<file path="config.mk">
export PLATFORM = sky130hd
export DESIGN_NAME = rxq_rx_data_validity
export DESIGN_NICKNAME = d
export VERILOG_FILES = /design/src/rtl/rxq_pkg.sv /design/src/rtl/rxq_sync2.sv /design/src/rtl/rxq_clock_recovery_unit.sv /design/src/rtl/rxq_rx_data_validity.sv
export SDC_FILE = /design/constraint.sdc
export NUM_CORES = 1
export LEC_CHECK = 0
export BUFFER_PORTS_ARGS = -buffer_cell sky130_fd_sc_hd__buf_2
export CAP_MARGIN = 20
export CORE_UTILIZATION = 35
export CTS_BUF_LIST = sky130_fd_sc_hd__clkbuf_2
export DETAILED_ROUTE_END_ITERATION = 12
export PLACE_DENSITY = 0.53
export SLEW_MARGIN = 20
export SYNTH_ARGS = -nofsm -noshare
export SYNTH_HDL_FRONTEND = slang
export SYNTH_SLANG_ARGS = --single-unit
</file>
<file path="constraint.sdc">
create_clock -name clk_in -period 2.3 [get_ports clk_in]
set_input_delay 0.345 -clock clk_in [delete_from_list [all_inputs] [get_ports clk_in]]
set_output_delay 0.345 -clock clk_in [all_outputs]
set_load 0.01 [all_outputs]
</file>
<file path="src/rtl/rxq_pkg.sv">
// Purpose: Shared constants and types for the receive data qualification block
// Assumes: 125 MHz system clock, all pin inputs asynchronous to it
// Notes:   Rate divider counts are in system clock cycles per filter tick
package rxq_pkg;
  localparam int          RXQ_FILT_OVERSAMPLE = 29;
  localparam int          RXQ_QUAL_RUN_BITS   = 5;
  localparam logic [2:0]  RXQ_QUAL_MAX        = 3'h7;
  localparam logic [7:0]  RXQ_SYNC_FIXED_BYTE = 8'h2D;
  localparam logic [2:0]  RXQ_STRENGTH_MAX    = 3'h5;
  localparam int          RXQ_RATE_W          = 16;
  localparam logic [15:0] RXQ_RATE_RESET      = 16'h0010;
  localparam int          RXQ_CNT_W           = 5;
  localparam int          RXQ_LOCK_SLOW_BITS  = 8;
  localparam int          RXQ_LOCK_FAST_BITS  = 2;
  localparam int          RXQ_STS_W           = 9;
  localparam int          RXQ_STS_QUAL_BIT    = 7;
  localparam int          RXQ_STS_STRENGTH_BIT = 8;
  localparam int          RXQ_STS_LOCK_BIT    = 6;

  typedef enum logic [1:0] {
    RXQ_CR_AUTO,
    RXQ_CR_SLOW,
    RXQ_CR_FAST,
    RXQ_CR_RSVD
  } rxq_cr_mode_t;

  typedef enum logic [2:0] {
    RXQ_VD_DEFAULT,
    RXQ_VD_SLOW,
    RXQ_VD_MEDIUM,
    RXQ_VD_FAST,
    RXQ_VD_OFF
  } rxq_vd_mode_t;
endpackage

</file>
<file path="src/rtl/rxq_sync2.sv">
// Purpose: Two flip-flop synchroniser for asynchronous pin levels
// Assumes: Single clock, synchronous active high reset
// Notes:   First stage feeds only the second stage
`timescale 1ns/10ps
`default_nettype none
module rxq_sync2 #(
  parameter int W = 1
) (
  input  wire logic         clk_in,
  input  wire logic         srst_in,
  input  wire logic [W-1:0] async_in,
  output logic      [W-1:0] sync_out
);
  logic [W-1:0] meta_q;

  always_ff @(posedge clk_in) begin
    if (srst_in) begin
      meta_q   <= '0;
      sync_out <= '0;
    end else begin
      meta_q   <= async_in;
      sync_out <= meta_q;
    end
  end
endmodule
`default_nettype wire

</file>
<file path="src/rtl/rxq_clock_recovery_unit.sv">
// Purpose: Recovers a bit clock from the oversampled data and reports lock
// Assumes: Sample tick at 29 times the bit rate, synchronised data
// Notes:   Slow mode needs a longer run of clean bits before lock
`timescale 1ns/10ps
`default_nettype none
module rxq_clock_recovery_unit
  import rxq_pkg::*;
#(
  parameter int OVS = RXQ_FILT_OVERSAMPLE
) (
  input  wire logic         clk_in,
  input  wire logic         srst_in,
  input  wire logic         tick_in,
  input  wire logic         data_in,
  input  wire rxq_cr_mode_t mode_in,
  output logic              bit_stb_out,
  output logic              bit_out,
  output logic              lock_out
);
  localparam logic [RXQ_CNT_W-1:0] PH_LAST = RXQ_CNT_W'(OVS - 1);
  localparam logic [RXQ_CNT_W-1:0] PH_MID  = RXQ_CNT_W'(OVS / 2);
  localparam logic [3:0]           N_SLOW  = 4'(RXQ_LOCK_SLOW_BITS);
  localparam logic [3:0]           N_FAST  = 4'(RXQ_LOCK_FAST_BITS);

  logic [RXQ_CNT_W-1:0] phase_q;
  logic                 prev_q;
  logic [3:0]           good_q;
  logic                 use_fast;
  logic                 edge_seen;
  logic                 early_edge;

  // Automatic mode runs fast until locked, then slow
  always_comb begin
    case (mode_in)
      RXQ_CR_SLOW: use_fast = 1'b0;
      RXQ_CR_FAST: use_fast = 1'b1;
      RXQ_CR_AUTO: use_fast = !lock_out;
      default:     use_fast = 1'b1;
    endcase
  end

  assign edge_seen  = tick_in && (data_in != prev_q);
  assign early_edge = edge_seen && (phase_q > 5'(2)) && (phase_q < PH_LAST - 5'(2));

  always_ff @(posedge clk_in) begin
    if (srst_in) begin
      phase_q     <= '0;
      prev_q      <= 1'b0;
      bit_stb_out <= 1'b0;
      bit_out     <= 1'b0;
    end else begin
      bit_stb_out <= 1'b0;
      if (tick_in) begin
        prev_q <= data_in;
        // Fast mode snaps phase on any edge, slow nudges one tick either way
        if (edge_seen && use_fast) begin
          phase_q <= '0;
        end else if (edge_seen && phase_q > PH_MID && phase_q < PH_LAST - 5'(1)) begin
          phase_q <= phase_q + 5'(2);
        end else if (edge_seen && phase_q != '0 && phase_q < PH_MID) begin
          // Late edge: hold one tick so slow mode can pull back as well
          phase_q <= phase_q;
        end else if (phase_q == PH_LAST) begin
          phase_q <= '0;
        end else begin
          phase_q <= phase_q + 5'(1);
        end
        if (phase_q == PH_MID) begin
          bit_stb_out <= 1'b1;
          bit_out     <= data_in;
        end
      end
    end
  end

  always_ff @(posedge clk_in) begin
    if (srst_in) begin
      good_q   <= '0;
      lock_out <= 1'b0;
    end else if (tick_in) begin
      if (early_edge) begin
        good_q   <= '0;
        lock_out <= 1'b0;
      end else if (phase_q == PH_LAST) begin
        if (good_q != 4'hF) begin
          good_q <= good_q + 4'(1);
        end
        if (good_q + 4'(1) >= (use_fast ? N_FAST : N_SLOW)) begin
          lock_out <= 1'b1;
        end
      end
    end
  end
endmodule
`default_nettype wire

</file>
<file path="src/rtl/rxq_rx_data_validity.sv">
// Purpose: Receive data qualification: filter clocking, quality, validity, sync, strength
// Assumes: Demodulator output and strength comparator are asynchronous pins
// Notes:   Control fields are plain ports held stable by the host interface
`timescale 1ns/10ps
`default_nettype none
module rxq_rx_data_validity
  import rxq_pkg::*;
#(
  parameter int OVS    = RXQ_FILT_OVERSAMPLE,
  parameter int RATE_W = RXQ_RATE_W
) (
  input  wire logic              clk_in,
  input  wire logic              srst_in,
  input  wire logic              demod_data_in,
  input  wire logic              strength_cmp_in,
  input  wire logic              antenna_strong_in,
  input  wire logic              rx_enable_in,
  input  wire logic              tx_mode_in,
  input  wire logic              digital_filter_in,
  input  wire logic              fifo_enable_in,
  input  wire logic              sync_word_mode_in,
  input  wire logic              sync_restart_in,
  input  wire logic [7:0]        sync_programmable_byte_in,
  input  wire logic [RATE_W-1:0] rate_divider_in,
  input  wire logic              rate_prescale_in,
  input  wire rxq_cr_mode_t      recovery_mode_in,
  input  wire rxq_vd_mode_t      valid_mode_in,
  input  wire logic [2:0]        quality_threshold_field_in,
  input  wire logic [2:0]        strength_threshold_field_in,
  output logic                   fifo_bit_valid_out,
  output logic                   fifo_bit_out,
  output logic                   recovered_clock_pin_out,
  output logic                   data_pin_out,
  output logic                   valid_data_flag_out,
  output logic                   quality_indicator_out,
  output logic                   recovery_lock_out,
  output logic                   sync_found_out,
  output logic [RXQ_STS_W-1:0]   status_word_out,
  output logic [2:0]             strength_level_out
);
  import rxq_pkg::*;

  localparam logic [2:0] PRESCALE_LAST = 3'h7;

  logic       data_s;
  logic       strength_s;
  logic       antenna_s;
  logic [RATE_W-1:0] div_q;
  logic [2:0] pre_q;
  logic       tick_q;
  logic       bit_stb;
  logic       bit_val;
  logic       lock;
  logic [4:0] run_len_q;
  logic [4:0] hi_len_q;
  logic [4:0] lo_len_q;
  logic       prev_s_q;
  logic [2:0] good_bits_q;
  logic       good_hi_q;
  logic       good_lo_q;
  logic       qual_q;
  logic       strength_flag;
  logic       vd_q;
  logic [15:0] shift_q;
  logic       synced_q;
  logic       rclk_q;

  function automatic logic sync_hit(input logic [15:0] sr, input logic word_mode, input logic [7:0] lo);
    sync_hit = word_mode ? (sr == {RXQ_SYNC_FIXED_BYTE, lo}) : (sr[7:0] == lo);
  endfunction

  rxq_sync2 #(.W(3)) u_sync (
    .clk_in   (clk_in),
    .srst_in  (srst_in),
    .async_in ({demod_data_in, strength_cmp_in, antenna_strong_in}),
    .sync_out ({data_s, strength_s, antenna_s})
  );

  // Filter tick generator, one oversample period is the divider plus one clk cycles
  always_ff @(posedge clk_in) begin
    if (srst_in) begin
      div_q  <= '0;
      pre_q  <= '0;
      tick_q <= 1'b0;
    end else begin
      tick_q <= 1'b0;
      if (!rx_enable_in || !digital_filter_in) begin
        div_q <= '0;
        pre_q <= '0;
      end else if (div_q >= rate_divider_in) begin
        div_q <= '0;
        // Prescaler stretches each period eightfold for slow rates
        if (!rate_prescale_in || pre_q == PRESCALE_LAST) begin
          pre_q  <= '0;
          tick_q <= 1'b1;
        end else begin
          pre_q <= pre_q + 3'(1);
        end
      end else begin
        div_q <= div_q + RATE_W'(1);
      end
    end
  end

  rxq_clock_recovery_unit #(.OVS(OVS)) u_cru (
    .clk_in      (clk_in),
    .srst_in     (srst_in),
    .tick_in     (tick_q),
    .data_in     (data_s),
    .mode_in     (recovery_mode_in),
    .bit_stb_out (bit_stb),
    .bit_out     (bit_val),
    .lock_out    (lock)
  );

  // Quality measure: each half-bit run length compared with three times the threshold
  always_ff @(posedge clk_in) begin
    if (srst_in || !rx_enable_in) begin
      run_len_q <= '0;
      hi_len_q  <= '0;
      lo_len_q  <= '0;
      prev_s_q  <= 1'b0;
      good_hi_q <= 1'b0;
      good_lo_q <= 1'b0;
    end else if (tick_q) begin
      prev_s_q <= data_s;
      if (data_s != prev_s_q) begin
        run_len_q <= 5'(1);
        if (prev_s_q) begin
          hi_len_q  <= run_len_q;
          good_hi_q <= run_len_q >= 5'(quality_threshold_field_in) * 5'(3);
        end else begin
          lo_len_q  <= run_len_q;
          good_lo_q <= run_len_q >= 5'(quality_threshold_field_in) * 5'(3);
        end
      end else if (run_len_q != 5'h1F) begin
        run_len_q <= run_len_q + 5'(1);
      end
    end
  end

  always_ff @(posedge clk_in) begin
    if (srst_in || !rx_enable_in) begin
      good_bits_q <= '0;
      qual_q      <= 1'b0;
    end else if (bit_stb) begin
      if (good_hi_q && good_lo_q && quality_threshold_field_in <= RXQ_QUAL_MAX) begin
        if (good_bits_q != 3'(RXQ_QUAL_RUN_BITS)) begin
          good_bits_q <= good_bits_q + 3'(1);
        end
        qual_q <= good_bits_q + 3'(1) >= 3'(RXQ_QUAL_RUN_BITS);
      end else begin
        good_bits_q <= '0;
        qual_q      <= 1'b0;
      end
    end
  end

  assign strength_flag = strength_s && rx_enable_in && (strength_threshold_field_in <= RXQ_STRENGTH_MAX);

  // Valid data flag by response mode
  always_ff @(posedge clk_in) begin
    if (srst_in) begin
      vd_q <= 1'b1;
    end else begin
      case (valid_mode_in)
        RXQ_VD_DEFAULT: vd_q <= 1'b1;
        RXQ_VD_SLOW: begin
          if (strength_flag && qual_q && lock) begin
            vd_q <= 1'b1;
          end else if (!strength_flag && !qual_q && !lock) begin
            vd_q <= 1'b0;
          end
        end
        RXQ_VD_MEDIUM: vd_q <= lock && (strength_flag || qual_q);
        RXQ_VD_FAST:   vd_q <= qual_q;
        RXQ_VD_OFF:    vd_q <= 1'b1;
        default:       vd_q <= 1'b1;
      endcase
    end
  end

  // Sync search then bit delivery to the FIFO
  always_ff @(posedge clk_in) begin
    if (srst_in) begin
      shift_q  <= '0;
      synced_q <= 1'b0;
    end else if (sync_restart_in || !rx_enable_in || !digital_filter_in) begin
      shift_q  <= '0;
      synced_q <= 1'b0;
    end else if (bit_stb && !synced_q) begin
      shift_q <= {shift_q[14:0], bit_val};
      if (sync_hit({shift_q[14:0], bit_val}, sync_word_mode_in, sync_programmable_byte_in)) begin
        synced_q <= 1'b1;
      end
    end
  end

  always_ff @(posedge clk_in) begin
    if (srst_in) begin
      fifo_bit_valid_out <= 1'b0;
      fifo_bit_out       <= 1'b0;
      rclk_q             <= 1'b0;
      recovered_clock_pin_out <= 1'b0;
    end else begin
      fifo_bit_valid_out <= bit_stb && synced_q && fifo_enable_in && digital_filter_in;
      fifo_bit_out       <= bit_val;
      if (bit_stb) begin
        rclk_q <= 1'b1;
      end else if (tick_q) begin
        rclk_q <= 1'b0;
      end
      recovered_clock_pin_out <= !fifo_enable_in && digital_filter_in && rclk_q;
    end
  end

  always_ff @(posedge clk_in) begin
    if (srst_in) begin
      data_pin_out          <= 1'b0;
      valid_data_flag_out   <= 1'b1;
      quality_indicator_out <= 1'b0;
      recovery_lock_out     <= 1'b0;
      sync_found_out        <= 1'b0;
      status_word_out       <= '0;
      strength_level_out    <= '0;
    end else begin
      // Raw comparator data when qualification is off
      if (valid_mode_in == RXQ_VD_OFF) begin
        data_pin_out <= data_s;
      end else if (digital_filter_in) begin
        data_pin_out <= bit_val && vd_q;
      end else begin
        data_pin_out <= data_s && vd_q;
      end
      valid_data_flag_out   <= vd_q;
      quality_indicator_out <= qual_q;
      recovery_lock_out     <= lock;
      sync_found_out        <= synced_q;
      strength_level_out    <= strength_threshold_field_in;
      status_word_out       <= '0;
      status_word_out[RXQ_STS_STRENGTH_BIT] <= tx_mode_in ? antenna_s : strength_flag;
      status_word_out[RXQ_STS_QUAL_BIT]     <= qual_q && strength_flag;
      status_word_out[RXQ_STS_LOCK_BIT]     <= lock;
    end
  end
endmodule
`default_nettype wire

</file>
; After elaboration in Yosys (flattened, before gate mapping)
; Cells that the tools add are included.
[classes]
addsub = 7
mul = 1
bitwise_logic = 3
order_cmp = 11
mux = 29
eq_ne = 18
n_reduce_logical = 60
[ops]
columns = cell, count
row1 = $mux 5, 6
row2 = $logic_and 1x1->1, 25
row3 = $add 16x1->16 const B, 1
row4 = $eq 16x14->1, 1
row5 = $ge 16x16->1, 1
row6 = $mux 4, 4
row7 = $mux 1, 14
row8 = $reduce_and 3->1, 4
row9 = $add 5x1->5 const B, 2
row10 = $lt 5x5->1 const B, 2
row11 = $reduce_and 2->1, 5
row12 = $reduce_bool 2->1, 5
row13 = $mux 3, 3
row14 = $eq 8x8->1, 1
row15 = $logic_not 1->1, 8
row16 = $add 3x1->3 const B, 2
row17 = $eq 3x2->1 const B, 2
row18 = $eq 3x3->1 const B, 2
row19 = $le 3x3->1 const B, 2
row20 = $logic_or 1x1->1, 6
row21 = $ne 3x3->1 const B, 2
row22 = $reduce_or 2->1, 3
row23 = $reduce_or 3->1, 2
row24 = $add 5x2->5 const B, 1
row25 = other kinds (22), 25
[totals]
word_cells = 161
input_bits = 47
ff_bits = 89
output_inout_bits = 20

; Logic depth before layout (Yosys ltp)
; Gate-level depths: netlist (run 1).
[depth]
ltp_word = 8
ltp_mapped = 9
mapped_depth_nobuf = 8

; Cells and area by module
; A second synthesis (run 1) with hierarchy kept.
[hier_totals]
cells_unflattened = 527
area_unflattened_um2 = 4550.6
[by_module_without_submodules]
columns = mod, area_each_um2, instances, cells_each
row1 = rxq_rx_data_validity, 3394.5, 1, 391
row2 = rxq_clock_recovery_unit, 998.5, 1, 124
row3 = rxq_sync2, 157.7, 1, 12

; Least setup slack after synthesis (run 1)
; OpenSTA, ideal clock, no wires.
[synth_path]
kind = reg2reg
from = reg div_q[0]
to = reg pre_q[1]
path_stages_with_launch = 9
setup_time_ps = 72
n_path_buf = 0
path_slack_ps = 260
period_less_slack_ps = 2040
arrival_time_ps = 1968
cell_sequence = dfxtp_1 > inv_1 > ha_1 > nand2b_1 > a2111oi_0 > o31ai_1 > o41a_1 > nor2_2 > mux2i_1
[synth_between]
elab_chain_cells = 1
[synth_lines]
columns = element, line
row1 = start: declaration, rxq_rx_data_validity.sv:48  ; logic [RATE_W-1:0] div_q;
row2 = start signal: assignment, rxq_rx_data_validity.sv:100  ; div_q <= div_q + RATE_W'(1);
row3 = $ge 16x16->1, rxq_rx_data_validity.sv:90  ; end else if (div_q >= rate_divider_in) begin
row4 = end signal: assignment, rxq_rx_data_validity.sv:97  ; pre_q <= pre_q + 3'(1);
row5 = end: declaration, rxq_rx_data_validity.sv:49  ; logic [2:0] pre_q;
; Every way passes these cells.
; A chain may end at the register's enable or synchronous reset.

; Final worst setup path (run 1)
[layout_path]
from = reg div_q[0]
to = reg pre_q[2]
; Same word-level chain as after synthesis.

==> results of run 1 <==
[what timing repair did]
item                                    4_1_cts  5_1_grt
endpoints found under the setup margin        0       19
gates resized for setup                       0        5
hold endpoints to repair                     12        0
hold buffers                                 14        0
[power breakdown]
part	total, mW	internal (mW)	switching (mW)
sequential	1.44	1.44	0.00537
clock	1.01	0.468	0.540
combinational	0.183	0.0922	0.0904
total	2.63	2.00	0.636
[metal layers]
layer / track usage [%] / wire length, um / vias to the layer above / part of all wire [%]
met5: 0 / 0 / - / 0
li1: - / - / 1880 / -
met4: 7.19 / 174 / 0 / 1.9
met3: 3.54 / 357 / 14 / 3.9
met1: 18.9 / 4530 / 1640 / 49
met2: 25.5 / 4150 / 59 / 45
[critical path, delay by kind of cell, from the launching register on]
kind / cells / cell delay (ps)
AO/OA/AOI/OAI: 3 / 860
adder cells (fa/ha/maj): 1 / 270
buffers and inverters: 1 / 40
flip-flops: 1 / 380
multiplexers: 1 / 200
AND/OR/NAND/NOR: 2 / 350
[registers in the layout, summed over array words and instances, names as in the netlist, 3 cells and up]
| register | count |
|---|---|
| u_sync.meta_q | 3 |
| u_cru.phase_q | 5 |
| status_word_out | 3 |
| u_cru.good_q | 4 |
| shift_q | 15 |
| strength_level_out | 3 |
| div_q | 16 |
| u_sync.sync_out | 3 |
| good_bits_q | 3 |
| run_len_q | 5 |
| pre_q | 3 |
[kinds of logic (layout without fill, tap and decap cells)]
kind of cell / Yosys count / after routing
AOI/OAI and AO/OA: 97 / 97
xor gates and xnor gates: 30 / 30
adders and majority gates: 40 / 40
buffers and inverters: 55 / 131
DFF: 82 / 82
muxes: 4 / 4
other: 1 / 6
and+or+nand+nor: 198 / 198
[cells in the final DEF, fill, tap and decap left out, types with 6 or more instances in the layout]
master	synthesis	layout
sky130_fd_sc_hd__dfxtp_1	82	81
sky130_fd_sc_hd__dlygate4sd3_1	0	14
sky130_fd_sc_hd__inv_1	32	32
sky130_fd_sc_hd__xor2_1	15	15
sky130_fd_sc_hd__nand3_1	15	15
sky130_fd_sc_hd__ha_1	39	39
sky130_fd_sc_hd__a21oi_1	42	42
sky130_fd_sc_hd__conb_1	1	6
sky130_fd_sc_hd__nor2b_1	17	17
sky130_fd_sc_hd__nand2b_1	8	8
sky130_fd_sc_hd__nand4_1	6	6
sky130_fd_sc_hd__a21o_1	6	6
sky130_fd_sc_hd__nor3_1	7	7
sky130_fd_sc_hd__o21ai_0	12	12
sky130_fd_sc_hd__buf_4	8	9
sky130_fd_sc_hd__xnor2_1	14	14
sky130_fd_sc_hd__a31oi_1	7	7
sky130_fd_sc_hd__nor2_1	44	44
sky130_fd_sc_hd__clkbuf_2	0	9
sky130_fd_sc_hd__buf_2	2	60
sky130_fd_sc_hd__nand2_1	66	66
[area by class of cell]
class	count	area, um2	share of cell area (%)
Clock buffer	9	45.0	0.885
Multi-Input combinational cell	375	2470	48.6
Timing Repair Buffer	83	508	9.98
Clock inverter	7	118	2.31
Inverter	32	120	2.36
Sequential cell	82	1640	32.3
Tap cell	147	184	3.61
[cells in the mapped netlist, types with 6 or more instances]
library cell | instances | area (um2)
sky130_fd_sc_hd__a21o_1 | 6 | 45.0
sky130_fd_sc_hd__nor3_1 | 7 | 35.0
sky130_fd_sc_hd__o21ai_0 | 12 | 60.1
sky130_fd_sc_hd__nand3_1 | 15 | 75.1
sky130_fd_sc_hd__nor2_1 | 44 | 165
sky130_fd_sc_hd__buf_4 | 8 | 60.1
sky130_fd_sc_hd__xor2_1 | 15 | 131
sky130_fd_sc_hd__dfxtp_1 | 82 | 1640
sky130_fd_sc_hd__nand2b_1 | 8 | 50.1
sky130_fd_sc_hd__inv_1 | 32 | 120
sky130_fd_sc_hd__clkbuf_1 | 11 | 41.3
sky130_fd_sc_hd__ha_1 | 39 | 488
sky130_fd_sc_hd__a21oi_1 | 42 | 210
sky130_fd_sc_hd__nand2_1 | 66 | 248
sky130_fd_sc_hd__a31oi_1 | 7 | 43.8
sky130_fd_sc_hd__nor2b_1 | 17 | 106
sky130_fd_sc_hd__xnor2_1 | 14 | 123
sky130_fd_sc_hd__nand4_1 | 6 | 37.5
[stage by stage]
step | power, mW | setup WS (ps) | cells | area [um2]
floorplan | 1.56 | 260 | 512 | 4350
detailed placement | 1.63 | -7.07 | 705 | 4760
global route | 2.75 | 52.3 | 735 | 5090
CTS | 2.67 | 50.6 | 735 | 5070
finish | 2.63 | 151 | 735 | 5090
global placement | 1.63 | 28.9 | 705 | 4760
[worst max path at each step]
stage,start,to,depth (start not counted)
after global placement,rate_divider_in[0],pre_q[1]$_SDFFE_PP0P_,8
after CTS,div_q[0]$_SDFF_PP0_,pre_q[2]$_SDFFE_PP0P_,8
after global routing,div_q[0]$_SDFF_PP0_,pre_q[2]$_SDFFE_PP0P_,8
final,div_q[0]$_SDFF_PP0_,pre_q[2]$_SDFFE_PP0P_,8
after floorplan,div_q[0]$_SDFF_PP0_,pre_q[1]$_SDFFE_PP0P_,8
after detailed placement,rate_divider_in[0],pre_q[2]$_SDFFE_PP0P_,8
==> impl_metrics.py, run 1 <==
metrics = {
    "die": {
        "die-area_mm2": 0.0128,
        "floorplan.initialDensity_pct": 36.0,
        "die_w_um": 113,
        "placementRows": 40,
        "die-height_um": 113,
        "fp.coreArea_mm2": 0.0120,
        "boundaryPins": 67,
    },
    "setup_path": {
        "critical_path.max_stage_delay_ps": 380,
        "critical_path.reg2reg.endpoint": "pre_q[2]$_SDFFE_PP0P_",
        "worstSetupStartpointType": "flop",
        "crit_required_ps": 2830,
        "critical_path_cell_by_cell": "inv_1, ha_1, nand2b_1, a2111oi_4, o31ai_1, o41a_1, nor2_4, mux2i_1",
        "type_of_the_worst_setup_path": "reg2reg",
        "critical_path.max_fanout": 3,
        "worstPathArrival_ps": 2680,
        "r2r_cells": 8,
        "rrSetupSlack_ps": 150,
        "slowest_stage": "sky130_fd_sc_hd__dfxtp_2",
        "worstSetupEndpointType": "flop",
        "regToRegStartpoint": "div_q[0]$_SDFF_PP0_",
    },
    "finish": {
        "syn_to_final_growth_pct": 17.7,
        "postLayoutCoreUtil_pct": 42.4,
        "antenna_cells_inserted": 0,
        "share_of_layout_cells_above_drive_strength_1_pct": 16.3,
        "final_nets": 670,
        "fillers": 1215,
    },
    "logic_synthesis": {
        "number_of_enable_flip_flop_cells_after_synthesis": 0,
        "yosysSeqAreaShare_pct": 37.9,
        "post_synthesis_compound_gate_area_fraction_pct": 14.3,
        "yosys.area_share.simple_pct": 22.8,
        "synth_cell_types": 60,
        "postSynthAreaPerCell_um2": 8.53,
        "mappedNetlistArea_mm2": 0.00433,
        "synth-seq-cells": 82,
        "largest_family_of_logic_cells_by_synthesized_area": "simple AND/OR/NAND/NOR gates",
        "synth_async_sr_flop_share_pct": 0,
        "synth_warnings": 0,
        "synth_top_flop_cell": "sky130_fd_sc_hd__dfxtp_1",
        "synthesis.instances": 507,
        "mux_contribution_to_synthesized_area_pct": 0.925,
        "xor_xnor_fraction_of_synth_area_pct": 6.25,
        "yosys.area_share.adder_pct": 11.7,
    },
    "clock_tree": {
        "cts_tree": "done",
        "tritoncts.num_buffers": 9,
        "cts_sinks": 82,
        "cts_max_path_buffers": 2,
        "ctsHtreeMaxLevel": 3,
        "clockRootBuffer": "sky130_fd_sc_hd__clkbuf_2",
        "worst_setup_hold_path_clk_slew_ps": 230,
        "postCtsSetupBuffers": 0,
        "insertion_delay_ps": 580,
    },
    "hold_path": {
        "class_of_the_tightest_hold_or_removal_check": "in2reg",
        "min_path_cells": 2,
        "holdCritStartpoint": "digital_filter_in",
        "min_to": "fifo_bit_valid_out$_SDFF_PP0_",
    },
    "drt": {
        "total_wirelength_of_the_detailed_routed_design_um": 9210,
        "via_count": 3593,
        "post-route-drc-count": 0,
        "vias_per_cell": 4.89,
        "route.antenna.remaining_nets": 0,
        "drt_first_pass_iters": 4,
        "wire_length_per_cell_after_detailed_routing_um": 12.5,
        "drt-initial-drc-count": 121,
    },
    "run": {
        "max_cap_violations": 0,
    },
    "sta": {
        "hold_viol_final": 0,
        "fin_crit_sh_pct": 93.4,
        "final_worst_clock_skew_ps": 24.7,
        "finalSetupViolations": 0,
        "period_minus_slack_ps": 2150,
        "worstMarginPinSlew_ps": 589,
        "max_fclk_mhz": 465,
        "maxSlewViolCount": 0,
        "final.setup.tns_ps": 0,
        "worst_slew_margin_rel_pct": 60.7,
        "rsz0062_at_grt": "no",
        "hold_slack_ps": 71.9,
    },
    "global_route": {
        "wire_length_of_the_first_global_routing_pass_um": 15500,
        "grt_util_all_layers_pct": 15.4,
        "antenna_found_initial": 0,
        "grt-ovfl-total": 0,
        "grt_max_degree": 25,
        "grt_pass1_vias": 3427,
    },
    "power_and_ir_drop": {
        "power.ir.vdd_worst_mv": 0.212,
        "power.density_mw_per_mm2": 517,
        "leakage_power_of_the_design_nw": 2.12,
    },
    "place": {
        "io_buffer_count": 60,
        "post-dp-hpwl_um": 6860,
        "globalplace.congestion": 0.747,
    },
    "status": {
        "run_status": "completed",
    },
}
(Power assumes the default switching activity.)
==> inputs of run 2 (changes only) <==
Clock period 2.3 ns to 2.2 ns, I/O delays scaled along.
==> run 2 against run 1 <==
Combinational power up 8%. Die area unchanged. Cell count up 0.82%. Fmax up 3.8%. Critical path type unchanged.
==> impl_metrics.py, run 2 (synthesized netlist as in run 1, its figures left out) <==
metrics = {
    "status": {
        "run_status": "completed",
    },
    "drt": {
        "drt-initial-drc-count": 148,
        "route.antenna.remaining_nets": 0,
        "via_count": 3613,
        "total_wirelength_of_the_detailed_routed_design_um": 9220,
        "wire_length_per_cell_after_detailed_routing_um": 12.4,
        "post-route-drc-count": 0,
        "vias_per_cell": 4.88,
        "drt_first_pass_iters": 4,
    },
    "finish": {
        "reg_top3": "div_q x16, shift_q x15",
        "largest_register_ffs": 16,
        "multi_input_logic_area_mm2": 0.00250,
        "final_nets": 675,
        "largest_register": "div_q",
        "share_of_layout_cells_above_drive_strength_1_pct": 17.7,
        "final_cell_mix": "sky130_fd_sc_hd__dfxtp_1 (81), sky130_fd_sc_hd__nand2_1 (66), sky130_fd_sc_hd__buf_2 (60), sky130_fd_sc_hd__nor2_1 (44), sky130_fd_sc_hd__a21oi_1 (42)",
        "fillers": 1229,
        "syn_to_final_growth_pct": 18.4,
        "fin_cells": 741,
        "layout.cells.most_common": "sky130_fd_sc_hd__dfxtp_1",
        "ff_latch_area_mm2": 0.00164,
    },
    "setup_path": {
        "critical_path.max_fanout": 3,
        "worstPathArrival_ps": 2570,
        "slowest_stage": "sky130_fd_sc_hd__o41a_1",
        "type_of_the_worst_setup_path": "reg2reg",
        "worstSetupEndpointType": "flop",
        "worstSetupPathDepth": 8,
        "r2r_cells": 8,
        "cpLargestDelayFamily": "compound AO/OA/AOI/OAI gates",
        "critical_path.max_stage_delay_ps": 480,
        "worstSetupStartpointType": "flop",
        "critPathBufInv": 1,
        "crit_required_ps": 2700,
        "critical_path_cell_by_cell": "inv_2, ha_4, nand2b_4, a2111oi_4, o31ai_2, o41a_1, nor2_4, mux2i_1",
    },
    "die": {
        "floorplan.initialDensity_pct": 36.0,
        "fp.coreArea_mm2": 0.0120,
        "die_w_um": 113,
        "placementRows": 40,
        "boundaryPins": 67,
        "die-area_mm2": 0.0128,
        "die-height_um": 113,
    },
    "clock_tree": {
        "worst_setup_hold_path_clk_slew_ps": 240,
        "cts_max_path_buffers": 2,
        "cts_sinks": 82,
        "insertion_delay_ps": 570,
        "tritoncts.num_buffers": 9,
        "ctsHtreeMaxLevel": 3,
        "clockRootBuffer": "sky130_fd_sc_hd__clkbuf_2",
        "cts_tree": "done",
    },
    "hold_path": {
        "min_path_cells": 4,
        "class_of_the_tightest_hold_or_removal_check": "in2reg",
    },
    "power_and_ir_drop": {
        "power.ir.vdd_worst_mv": 0.302,
        "power.total_mw": 2.54,
        "leakage_power_of_the_design_nw": 2.12,
        "power.density_mw_per_mm2": 496,
    },
    "sta": {
        "worst_slew_margin_rel_pct": 58.4,
        "worstMarginPinSlew_ps": 624,
        "rsz0062_at_grt": "no",
        "hold_slack_ps": 103,
        "setup_slack_ps": 130,
        "period_minus_slack_ps": 2070,
        "final_worst_clock_skew_ps": 30.0,
        "final.setup.tns_ps": 0,
        "fin_crit_sh_pct": 94.1,
        "max_fclk_mhz": 483,
        "maxSlewViolCount": 0,
        "finalSetupViolations": 0,
        "hold_viol_final": 0,
    },
    "global_route": {
        "grt_max_degree": 24,
        "antenna_found_initial": 1,
        "grt_util_all_layers_pct": 15.4,
        "grt-ovfl-total": 0,
        "wire_length_of_the_first_global_routing_pass_um": 15700,
        "grt_pass1_vias": 3424,
    },
    "run": {
        "max_cap_violations": 0,
    },
    "place": {
        "io_buffer_count": 60,
        "globalplace.congestion": 0.759,
        "post-dp-hpwl_um": 6960,
        "dp_cells": 709,
        "placement.setup.worst_slack_ps": -133,
    },
}
==> run 2: cell types whose count changed in the layout (fill, tap and decap cells not counted), moves of 2 or more <==
cell                         change
sky130_fd_sc_hd__clkinv_2        -2
sky130_fd_sc_hd__bufinv_16       -2
sky130_fd_sc_hd__clkinvlp_4      +2
sky130_fd_sc_hd__buf_4           +5
==> run 2: final timing paths <==
path,startpoint,to,slack [ps]
hold reg to reg,u_sync.meta_q[2]$_SDFF_PP0_,u_sync.sync_out[2]$_SDFF_PP0_,460
setup / recovery,div_q[0]$_SDFF_PP0_,pre_q[2]$_SDFFE_PP0P_,130
hold / removal,valid_mode_in[0],vd_q$_SDFFE_PP1P_,100
setup reg to reg,div_q[0]$_SDFF_PP0_,pre_q[2]$_SDFFE_PP0P_,130
==> run 2: stage by stage <==
stage / area, um2 / utilization, %
after global routing: 5120 / 42.6
after global placement: 4790 / 39.9
final: 5120 / 42.6
after floorplan: 4350 / -
after CTS: 5060 / 42.1
after detailed placement: 4790 / 39.9
==> run 2: per-layer routing <==
layer	global-route usage, %	vias up	share of wire (%)
li1	-	1895	-
met2	25.5	59	45
met3	4.98	12	4.0
met5	0	-	0
met4	4.56	0	1.4
met1	18.9	1647	49
==> run 2: what timing repair did <==
item	4_1_cts	5_1_grt
setup buffers	0	1
hold endpoints to repair	11	2
setup endpoints to repair	2	17
hold buffers	13	1
gates resized for setup	3	7
pin swaps	1	5
==> run 2: layout make-up <==
class | instances | share of cell area, %
repair buffers | 88 | 10.7
diodes | 1 | 0.0489
clock inverters | 7 | 1.51
inverters | 32 | 2.35
flip-flops and latches | 82 | 32.1
multi-input cells | 375 | 48.9
clock buffers | 9 | 0.880
well taps | 147 | 3.59
==> run 2: worst register-to-register path: stages (launching register included) <==
cell	delay [ps]
sky130_fd_sc_hd__dfxtp_2	380
sky130_fd_sc_hd__inv_2	40
sky130_fd_sc_hd__ha_4	220
sky130_fd_sc_hd__nand2b_4	140
sky130_fd_sc_hd__a2111oi_4	300
sky130_fd_sc_hd__o31ai_2	120
sky130_fd_sc_hd__o41a_1	480
sky130_fd_sc_hd__nor2_4	150
sky130_fd_sc_hd__mux2i_1	210
==> run 2: report_power, final <==
group	internal [mW]	leakage, nW	switching [mW]
logic	0.101	1.39	0.0963
registers	1.50	0.663	0.00579
clock network	0.272	0.0681	0.566
total	1.87	2.12	0.668
